**config.mk**
```make
export PLATFORM = sky130hd
export DESIGN_NAME = sfp_pin_if
export DESIGN_NICKNAME = d
export VERILOG_FILES = /design/src/inc/sfp_pkg.sv /design/src/hdl/sfp_pin_if.sv /design/src/hdl/sfp_sync.sv
export SDC_FILE = /design/constraint.sdc
export NUM_CORES = 1
export LEC_CHECK = 0
export BUFFER_PORTS_ARGS = -buffer_cell sky130_fd_sc_hd__buf_4
export CAP_MARGIN = 20
export CORE_ASPECT_RATIO = 0.9
export CORE_MARGIN = 4
export CORE_UTILIZATION = 34
export CTS_CLUSTER_SIZE = 16
export DETAILED_ROUTE_END_ITERATION = 6
export PLACE_DENSITY = 0.56
export SLEW_MARGIN = 10
export SYNTH_ARGS = -nofsm -noshare
export SYNTH_HDL_FRONTEND = slang
export SYNTH_SLANG_ARGS = --single-unit
export TNS_END_PERCENT = 100
```
**constraint.sdc**
```tcl
create_clock -name mclk -period 2.5 [get_ports mclk]
set_input_delay 0.5 -clock mclk [delete_from_list [all_inputs] [get_ports mclk]]
set_output_delay 0.5 -clock mclk [all_outputs]
set_load 0.1 [all_outputs]
```
**src/inc/sfp_pkg.sv**
```systemverilog
package sfp_pkg;
	// lane widths requested by the command decoder
	localparam logic [1:0] LANES_SINGLE = 2'h0;
	localparam logic [1:0] LANES_DUAL   = 2'h1;
	localparam logic [1:0] LANES_QUAD   = 2'h2;
	// status bit positions: protect bits low, then quad enable, then write disable
	localparam int STAT_PROT0_POS = 0;
	localparam int STAT_QUAD_POS  = 4;
	localparam int STAT_SWD_POS = 5;
	localparam int STAT_WIDTH   = 6;
	localparam logic [5:0] STAT_RESET = 6'h00;
	// pin synchroniser slots
	localparam int PIN_SEL   = 0;
	localparam int PIN_SCLK  = 1;
	localparam int PIN_LANE0 = 2;
	localparam int PIN_DRST  = 6;
	localparam int PIN_COUNT = 7;
	localparam logic [6:0] PIN_RESET = 7'h7f;
	// bit counting within one byte
	localparam logic [3:0] BITS_PER_BYTE = 4'h8;
	localparam logic [3:0] STEP_SINGLE   = 4'h1;
	localparam logic [3:0] STEP_DUAL     = 4'h2;
	localparam logic [3:0] STEP_QUAD     = 4'h4;
	// lane output enable patterns
	localparam logic [3:0] OE_SINGLE = 4'h2;
	localparam logic [3:0] OE_DUAL   = 4'h3;
	localparam logic [3:0] OE_QUAD   = 4'hf;
	// link sequencing states
	typedef enum logic [2:0] {
		ST_WAITFALL = 3'b001,
		ST_DESEL    = 3'b010,
		ST_SEL      = 3'b100
	} sfp_state_t;
endpackage

```
**src/hdl/sfp_pin_if.sv**
```systemverilog
`timescale 1ns/1ps
module sfp_pin_if (
	// clock and reset
	input  wire logic        mclk,
	input  wire logic        rst,
	// link pins
	input  wire logic        selectN,
	input  wire logic        sclk,
	input  wire logic [3:0]  laneIn,
	output logic      [3:0]  laneOut_q,
	output logic      [3:0]  laneOe_q,
	input  wire logic        dedResetN,
	// configuration
	input  wire logic        dedicatedVariant,
	input  wire logic        pinRoleSelect,
	input  wire logic        dedResetDisable,
	input  wire logic [1:0]  laneMode,
	// receive side toward the decoder
	output logic [7:0]       rxByte_q,
	output logic             rxValid_q,
	// transmit side from the decoder
	input  wire logic        txLoad,
	input  wire logic [7:0]  txByte,
	// status bits and their write port
	input  wire logic        stWrReq,
	input  wire logic [5:0]  stWrData,
	output logic [5:0]       statusBits_q,
	output logic             stWrRejected_q,
	// state indicators
	output logic             standby_q,
	output logic             pauseActive_q,
	output logic             hwResetActive_q
);
	// synchronised pins
	logic [sfp_pkg::PIN_COUNT-1:0] pinSync;
	logic                          selN;
	logic                          sclkS;
	logic [3:0]                    lanes;
	logic                          dedRstS;
	// edge history
	logic                          sclkPrev_q, sclkPrev_d;
	logic                          selPrev_q, selPrev_d;
	// sequencing and shift state
	sfp_pkg::sfp_state_t           state_q, state_d;
	logic [7:0]                    rxShift_q, rxShift_d;
	logic [3:0]                    rxCnt_q, rxCnt_d;
	logic [7:0]                    txShift_q, txShift_d;
	logic                          txActive_q, txActive_d;
	// next values of the outputs
	logic [3:0]                    laneOut_d, laneOe_d;
	logic [7:0]                    rxByte_d;
	logic                          rxValid_d;
	logic [5:0]                    statusBits_d;
	logic                          stWrRejected_d;
	// decoded conditions
	logic quadEnableBit, swd, holdRole, rstRole, hwRst, paused, rise, fall, quadOk;
	logic [3:0] step, cntSum;

	sfp_sync u_sync (
		.mclk     (mclk),
		.rst      (rst),
		.pinAsync ({dedResetN, laneIn, sclk, selectN}),
		.pinSync  (pinSync)
	);

	assign selN    = pinSync[sfp_pkg::PIN_SEL];
	assign sclkS   = pinSync[sfp_pkg::PIN_SCLK];
	assign lanes   = pinSync[sfp_pkg::PIN_LANE0 +: 4];
	assign dedRstS = pinSync[sfp_pkg::PIN_DRST];

	// pin roles and edge detection
	always_comb begin
		quadEnableBit = statusBits_q[sfp_pkg::STAT_QUAD_POS];
		swd           = statusBits_q[sfp_pkg::STAT_SWD_POS];
		holdRole = !quadEnableBit && (dedicatedVariant || !pinRoleSelect);
		rstRole  = !quadEnableBit && !dedicatedVariant && pinRoleSelect;
		// reset from lane 3 or dedicated pin
		hwRst = (rstRole && !lanes[3]) ||
			(dedicatedVariant && !dedResetDisable && !dedRstS);
		paused = holdRole && !lanes[3] && !selN;
		// edges found both ways, so idle level high or low both work
		rise = sclkS && !sclkPrev_q;
		fall = !sclkS && sclkPrev_q;
		// quad needs lanes 2 and 3 freed by quad enable
		quadOk = quadEnableBit && (laneMode == sfp_pkg::LANES_QUAD);
		if (quadOk) begin
			step = sfp_pkg::STEP_QUAD;
		end else if (laneMode == sfp_pkg::LANES_DUAL) begin
			step = sfp_pkg::STEP_DUAL;
		end else begin
			step = sfp_pkg::STEP_SINGLE;
		end
		cntSum = rxCnt_q + step;
	end

	// sequencing, shifting and lane drive
	always_comb begin
		sclkPrev_d     = sclkS;
		selPrev_d      = selN;
		state_d        = state_q;
		rxShift_d      = rxShift_q;
		rxCnt_d        = rxCnt_q;
		txShift_d      = txShift_q;
		txActive_d     = txActive_q;
		laneOut_d      = laneOut_q;
		laneOe_d       = 4'h0;
		rxByte_d       = rxByte_q;
		rxValid_d      = 1'b0;
		statusBits_d   = statusBits_q;
		stWrRejected_d = 1'b0;
		unique case (state_q)
			// wait for the first falling select
			sfp_pkg::ST_WAITFALL: begin
				if (selPrev_q && !selN) begin
					state_d = sfp_pkg::ST_SEL;
				end
			end
			// idle, armed for the next instruction
			sfp_pkg::ST_DESEL: begin
				if (!selN) begin
					state_d = sfp_pkg::ST_SEL;
				end
			end
			sfp_pkg::ST_SEL: begin
				if (selN) begin
					state_d = sfp_pkg::ST_DESEL;
				end
			end
		endcase
		// partial bytes and drive cleared on leaving select
		if (state_d != sfp_pkg::ST_SEL) begin
			rxCnt_d    = 4'h0;
			txActive_d = 1'b0;
		end else if (state_q == sfp_pkg::ST_SEL && !paused) begin
			// sample inputs on the rising edge
			if (rise && !txActive_q) begin
				if (quadOk) begin
					rxShift_d = {rxShift_q[3:0], lanes[3], lanes[2], lanes[1], lanes[0]};
				end else if (step == sfp_pkg::STEP_DUAL) begin
					rxShift_d = {rxShift_q[5:0], lanes[1], lanes[0]};
				end else begin
					rxShift_d = {rxShift_q[6:0], lanes[0]};
				end
				// a byte completes when the count wraps at eight bits
				if (cntSum == sfp_pkg::BITS_PER_BYTE) begin
					rxCnt_d   = 4'h0;
					rxByte_d  = rxShift_d;
					rxValid_d = 1'b1;
				end else begin
					rxCnt_d = cntSum;
				end
			end
			// outputs change on the falling edge
			if (fall && txActive_q) begin
				if (quadOk) begin
					laneOut_d = txShift_q[7:4];
					txShift_d = {txShift_q[3:0], 4'h0};
				end else if (step == sfp_pkg::STEP_DUAL) begin
					laneOut_d = {2'h0, txShift_q[7:6]};
					txShift_d = {txShift_q[5:0], 2'h0};
				end else begin
					laneOut_d = {2'h0, txShift_q[7], 1'b0};
					txShift_d = {txShift_q[6:0], 1'b0};
				end
			end
		end
		// a new byte from the decoder reloads the transmit path
		if (txLoad && state_q == sfp_pkg::ST_SEL) begin
			txShift_d  = txByte;
			txActive_d = 1'b1;
		end
		if (state_q == sfp_pkg::ST_SEL && !selN && txActive_q && !paused) begin
			laneOe_d = quadOk ? sfp_pkg::OE_QUAD :
				(step == sfp_pkg::STEP_DUAL) ? sfp_pkg::OE_DUAL : sfp_pkg::OE_SINGLE;
		end
		// protect pin with write disable blocks status writes
		// protect pin ignored under quad enable
		if (stWrReq && !hwRst) begin
			if (swd && !quadEnableBit && !lanes[2]) begin
				stWrRejected_d = 1'b1;
			end else begin
				statusBits_d = stWrData;
			end
		end
		// hardware reset floats and forgets the sequence
		if (hwRst) begin
			state_d    = sfp_pkg::ST_WAITFALL;
			rxCnt_d    = 4'h0;
			txActive_d = 1'b0;
			laneOe_d   = 4'h0;
		end
	end

	// registers; clock history resets to the sync level, so no false edge
	always_ff @(posedge mclk) begin
		if (rst) begin
			sclkPrev_q      <= sfp_pkg::PIN_RESET[sfp_pkg::PIN_SCLK];
			selPrev_q       <= 1'b1;
			state_q         <= sfp_pkg::ST_WAITFALL;
			rxShift_q       <= 8'h00;
			rxCnt_q         <= 4'h0;
			txShift_q       <= 8'h00;
			txActive_q      <= 1'b0;
			laneOut_q       <= 4'h0;
			laneOe_q        <= 4'h0;
			rxByte_q        <= 8'h00;
			rxValid_q       <= 1'b0;
			statusBits_q    <= sfp_pkg::STAT_RESET;
			stWrRejected_q  <= 1'b0;
			standby_q       <= 1'b1;
			pauseActive_q   <= 1'b0;
			hwResetActive_q <= 1'b0;
		end else begin
			sclkPrev_q      <= sclkPrev_d;
			selPrev_q       <= selPrev_d;
			state_q         <= state_d;
			rxShift_q       <= rxShift_d;
			rxCnt_q         <= rxCnt_d;
			txShift_q       <= txShift_d;
			txActive_q      <= txActive_d;
			laneOut_q       <= laneOut_d;
			laneOe_q        <= laneOe_d;
			rxByte_q        <= rxByte_d;
			rxValid_q       <= rxValid_d;
			statusBits_q    <= statusBits_d;
			stWrRejected_q  <= stWrRejected_d;
			standby_q       <= selN;
			pauseActive_q   <= paused;
			hwResetActive_q <= hwRst;
		end
	end
endmodule

```
**src/hdl/sfp_sync.sv**
```systemverilog
`timescale 1ns/1ps
// two-stage synchroniser, one pair of flops per pin
module sfp_sync (
	// clock and reset
	input  wire logic                         mclk,
	input  wire logic                         rst,
	// asynchronous pins and their safe copies
	input  wire logic [sfp_pkg::PIN_COUNT-1:0] pinAsync,
	output logic      [sfp_pkg::PIN_COUNT-1:0] pinSync
);
	// first stage is read only by the second stage
	logic [sfp_pkg::PIN_COUNT-1:0] meta_q;

	genvar i;
	generate
		for (i = 0; i < sfp_pkg::PIN_COUNT; i++) begin : g_bit
			// reset to idle-high so select and pause look inactive
			always_ff @(posedge mclk) begin
				if (rst) begin
					meta_q[i]  <= sfp_pkg::PIN_RESET[i];
					pinSync[i] <= sfp_pkg::PIN_RESET[i];
				end else begin
					meta_q[i]  <= pinAsync[i];
					pinSync[i] <= meta_q[i];
				end
			end
		end
	endgenerate
endmodule

```
==> reports/qor.txt <==
num rows: 30
Seq cells post-synth: 64
final std cells w/o fill: 482
vias in the first global route: 2318
RSZ-0062 raised after global routing: false
first-pass GRT wire length: 11.0 mm
iteration count of the initial detailed-routing pass: 4
Top Layer Used: met4
worst r2r path cells: 9
clock tree sinks: 64
Residual DRC: 0
fmax: 437 MHz
# resized after CTS: 0
die area: 9640 sq um
CP required: 2770 ps
Final Hold Viols: 0
Initial Util: 35.7%
number of library cell types mapped by synthesis: 48
post-route ant nets: 0
nets@finish: 415
post-synthesis net count: 352
largest family of logic cells by synthesized area: simple AND/OR/NAND/NOR gates
crit path kind: reg -> reg
clk buf depth: 2
H-tree levels: 3
# hold bufs at CTS: 0
worst vdd ir: 0.000238 V
RD Place Congestion: 0.823
via density per instance: 5.05
critical path endpoint category: flip-flop
Clock transition at path regs: 70 ps
Adder-Cell Fraction of Synth Area: 1.99%
Met2 Wirelength: 2.96 mm
worst-margin pin slew: 564 ps
core box area: 7730 sq um
FILL cells: 775
number of enable flip-flop cells after synthesis: 0
max-slew violation count: 0
top-area cell type share of the netlist area: 46.4%
xor and xnor area share after synthesis: 2.08%
worst clock skew: 4.92 ps
setup bufs post-CTS: 0
leakage: 1.42 nW
met3 wire length: 367 microns
syn_area_per_cell: 8.66 sq um
antenna diode count: 0
worst-skew pair later-pin latency: 330 ps
Worst Setup Start Kind: flip-flop
Hold Path Depth: 2
WP data arrival: 2560 ps
top cells by area, synth: dfxtp_1 46%, nand2_1 5.6%, nand3_1 4.9%
initial DRC count: 115
wl on met1: 3.21 mm
Fin Setup TNS: 0 ps
final worst path period need: 2290 ps
Post-Route WL: 6.62 mm
I/O pin cnt: 57
root buf cell: clkbuf_8
largest area contributor in the netlist: dfxtp_1
simple-gate share of the synthesized area: 25.0%
gr usage total: 14.8%
ys flop type: dfxtp_1
PwrDens: 560 nW/um^2
Die X: 103 microns
Ys Warns: 0
worst-path maximum fanout: 7
outcome: completed
Placed Cells: 467
detailed-route via count: 2435
Tcrit/Tclk final: 91.6%
gr ovfl total: 0
HP Class: in -> reg
post-DP HPWL: 4.74 mm
number of antenna violations at the first check in global routing: 0
CTS Buf Count: 9
Max-slew headroom: 62.3%
WL/cell: 13.7 microns
Port Buffers: 56
Die Ht: 93.5 microns
setup-violating endpoint count in the final report: 0
post-synthesis mux area share: 2.54%
max cap viols: 0
CTS tree: done
post-synthesis compound-gate area fraction: 17.8%
largest net degree at the start of global routing: 53
layout cells sized above 1: 28.5%
ys async rst share: 0%
register area share after synthesis: 46.4%
Synth Instances: 319
Cell Area, Synth: 2760 sq um
synth-to-layout area growth: 27.7%
## worst max-delay path: stages (launching register included)
cell	delay, ps
dfxtp_4	350
and3b_1	200
nor2_4	140
ha_4	140
inv_1	50
fa_2	530
nor2b_4	190
and3_1	320
o2111ai_1	150
a21oi_1	150
## cells in the final DEF, fill, tap and decap left out, drive strengths merged, types with 6 or more instances in the layout
cell type / n
a22oi: 6
nor2: 35
nand2: 41
or2: 16
inv: 8
nand3: 28
clkbuf: 11
a311oi: 13
mux2i: 7
dfxtp: 64
o21ai: 11
a21oi: 19
buf: 70
## cell families after synthesis
kind of cell	Yosys count
and+or+nand+nor	143
adders and majority gates	4
muxes	7
DFF	64
AOI/OAI and AO/OA	70
buffers and inverters	26
xor gates and xnor gates	5
## final timing paths
path / from / slack, ps / endpoint
setup / recovery: statusBits_q[4] / 210 / rxByte_q[7]
hold / removal: sclk / 350 / u_sync.meta_q[1]
hold reg to reg: u_sync.meta_q[2] / 410 / u_sync.pinSync[2]
setup reg to reg: statusBits_q[4] / 210 / rxByte_q[7]
## per-stage QoR
stage | power [mW] | util (%) | worst slack (ps) | hold WS, ps | cell area [sq um]
global route | 2.08 | 45.6 | 63.9 | 326 | 3530
floorplan | 1.20 | - | 22.8 | 389 | 2820
global placement | 1.28 | 43.7 | -35.4 | 391 | 3380
CTS | 2.01 | 45.6 | 212 | 329 | 3530
finish | 1.98 | 45.6 | 210 | 346 | 3530
detailed placement | 1.28 | 43.7 | -73.7 | 394 | 3380
## power by group
group          switching [mW]  leakage, nW  internal [mW]  total (mW)
registers              0.0149        0.521           1.04        1.06
clock network           0.373       0.0789          0.349       0.722
logic                   0.123        0.824         0.0772       0.200
total                   0.511         1.42           1.47        1.98
## layer usage
metal / up-vias / track usage, %
li1: 1251 / -
met1: 1119 / 20.0
met2: 56 / 21.5
met3: 9 / 5.82
met4: 0 / 4.53
met5: - / 0
## Yosys cell counts (5+ instances only)
master    number
nand2_1       41
nor2_1        35
inv_1          8
nand3_1       27
dfxtp_1       64
nor3_1         5
a22oi_1        6
a21oi_1       19
o21ai_0       11
nand2b_1       5
clkbuf_1      11
a311oi_1      13
mux2i_1        7
or2_2         15
## area by class of cell
type                       instances  area, sq um  share of cell area [%]
multi-input combinational        229         1420                    40.1
sequential                        64         1280                    36.4
clock inverter                     4         22.5                   0.638
tap                               96          120                    3.40
clock buffer                      11          131                    3.72
inverter                           8         30.0                   0.851
timing repair buffer              70          526                    14.9
## registers in the layout (all words and copies together) (netlist names)
register	flops
statusBits_q	6
rxCnt_q	4
hwResetActive_q	1
u_sync.pinSync	7
laneOe_q	3
stWrRejected_q	1
rxByte_q	8
txActive_q	1
rxShift_q	7
txShift_q	8
rxValid_q	1
state_q	3
laneOut_q	4
selPrev_q	1
sclkPrev_q	1
u_sync.meta_q	7
pauseActive_q	1
Note: power is estimated with default switching activity, not from simulation.
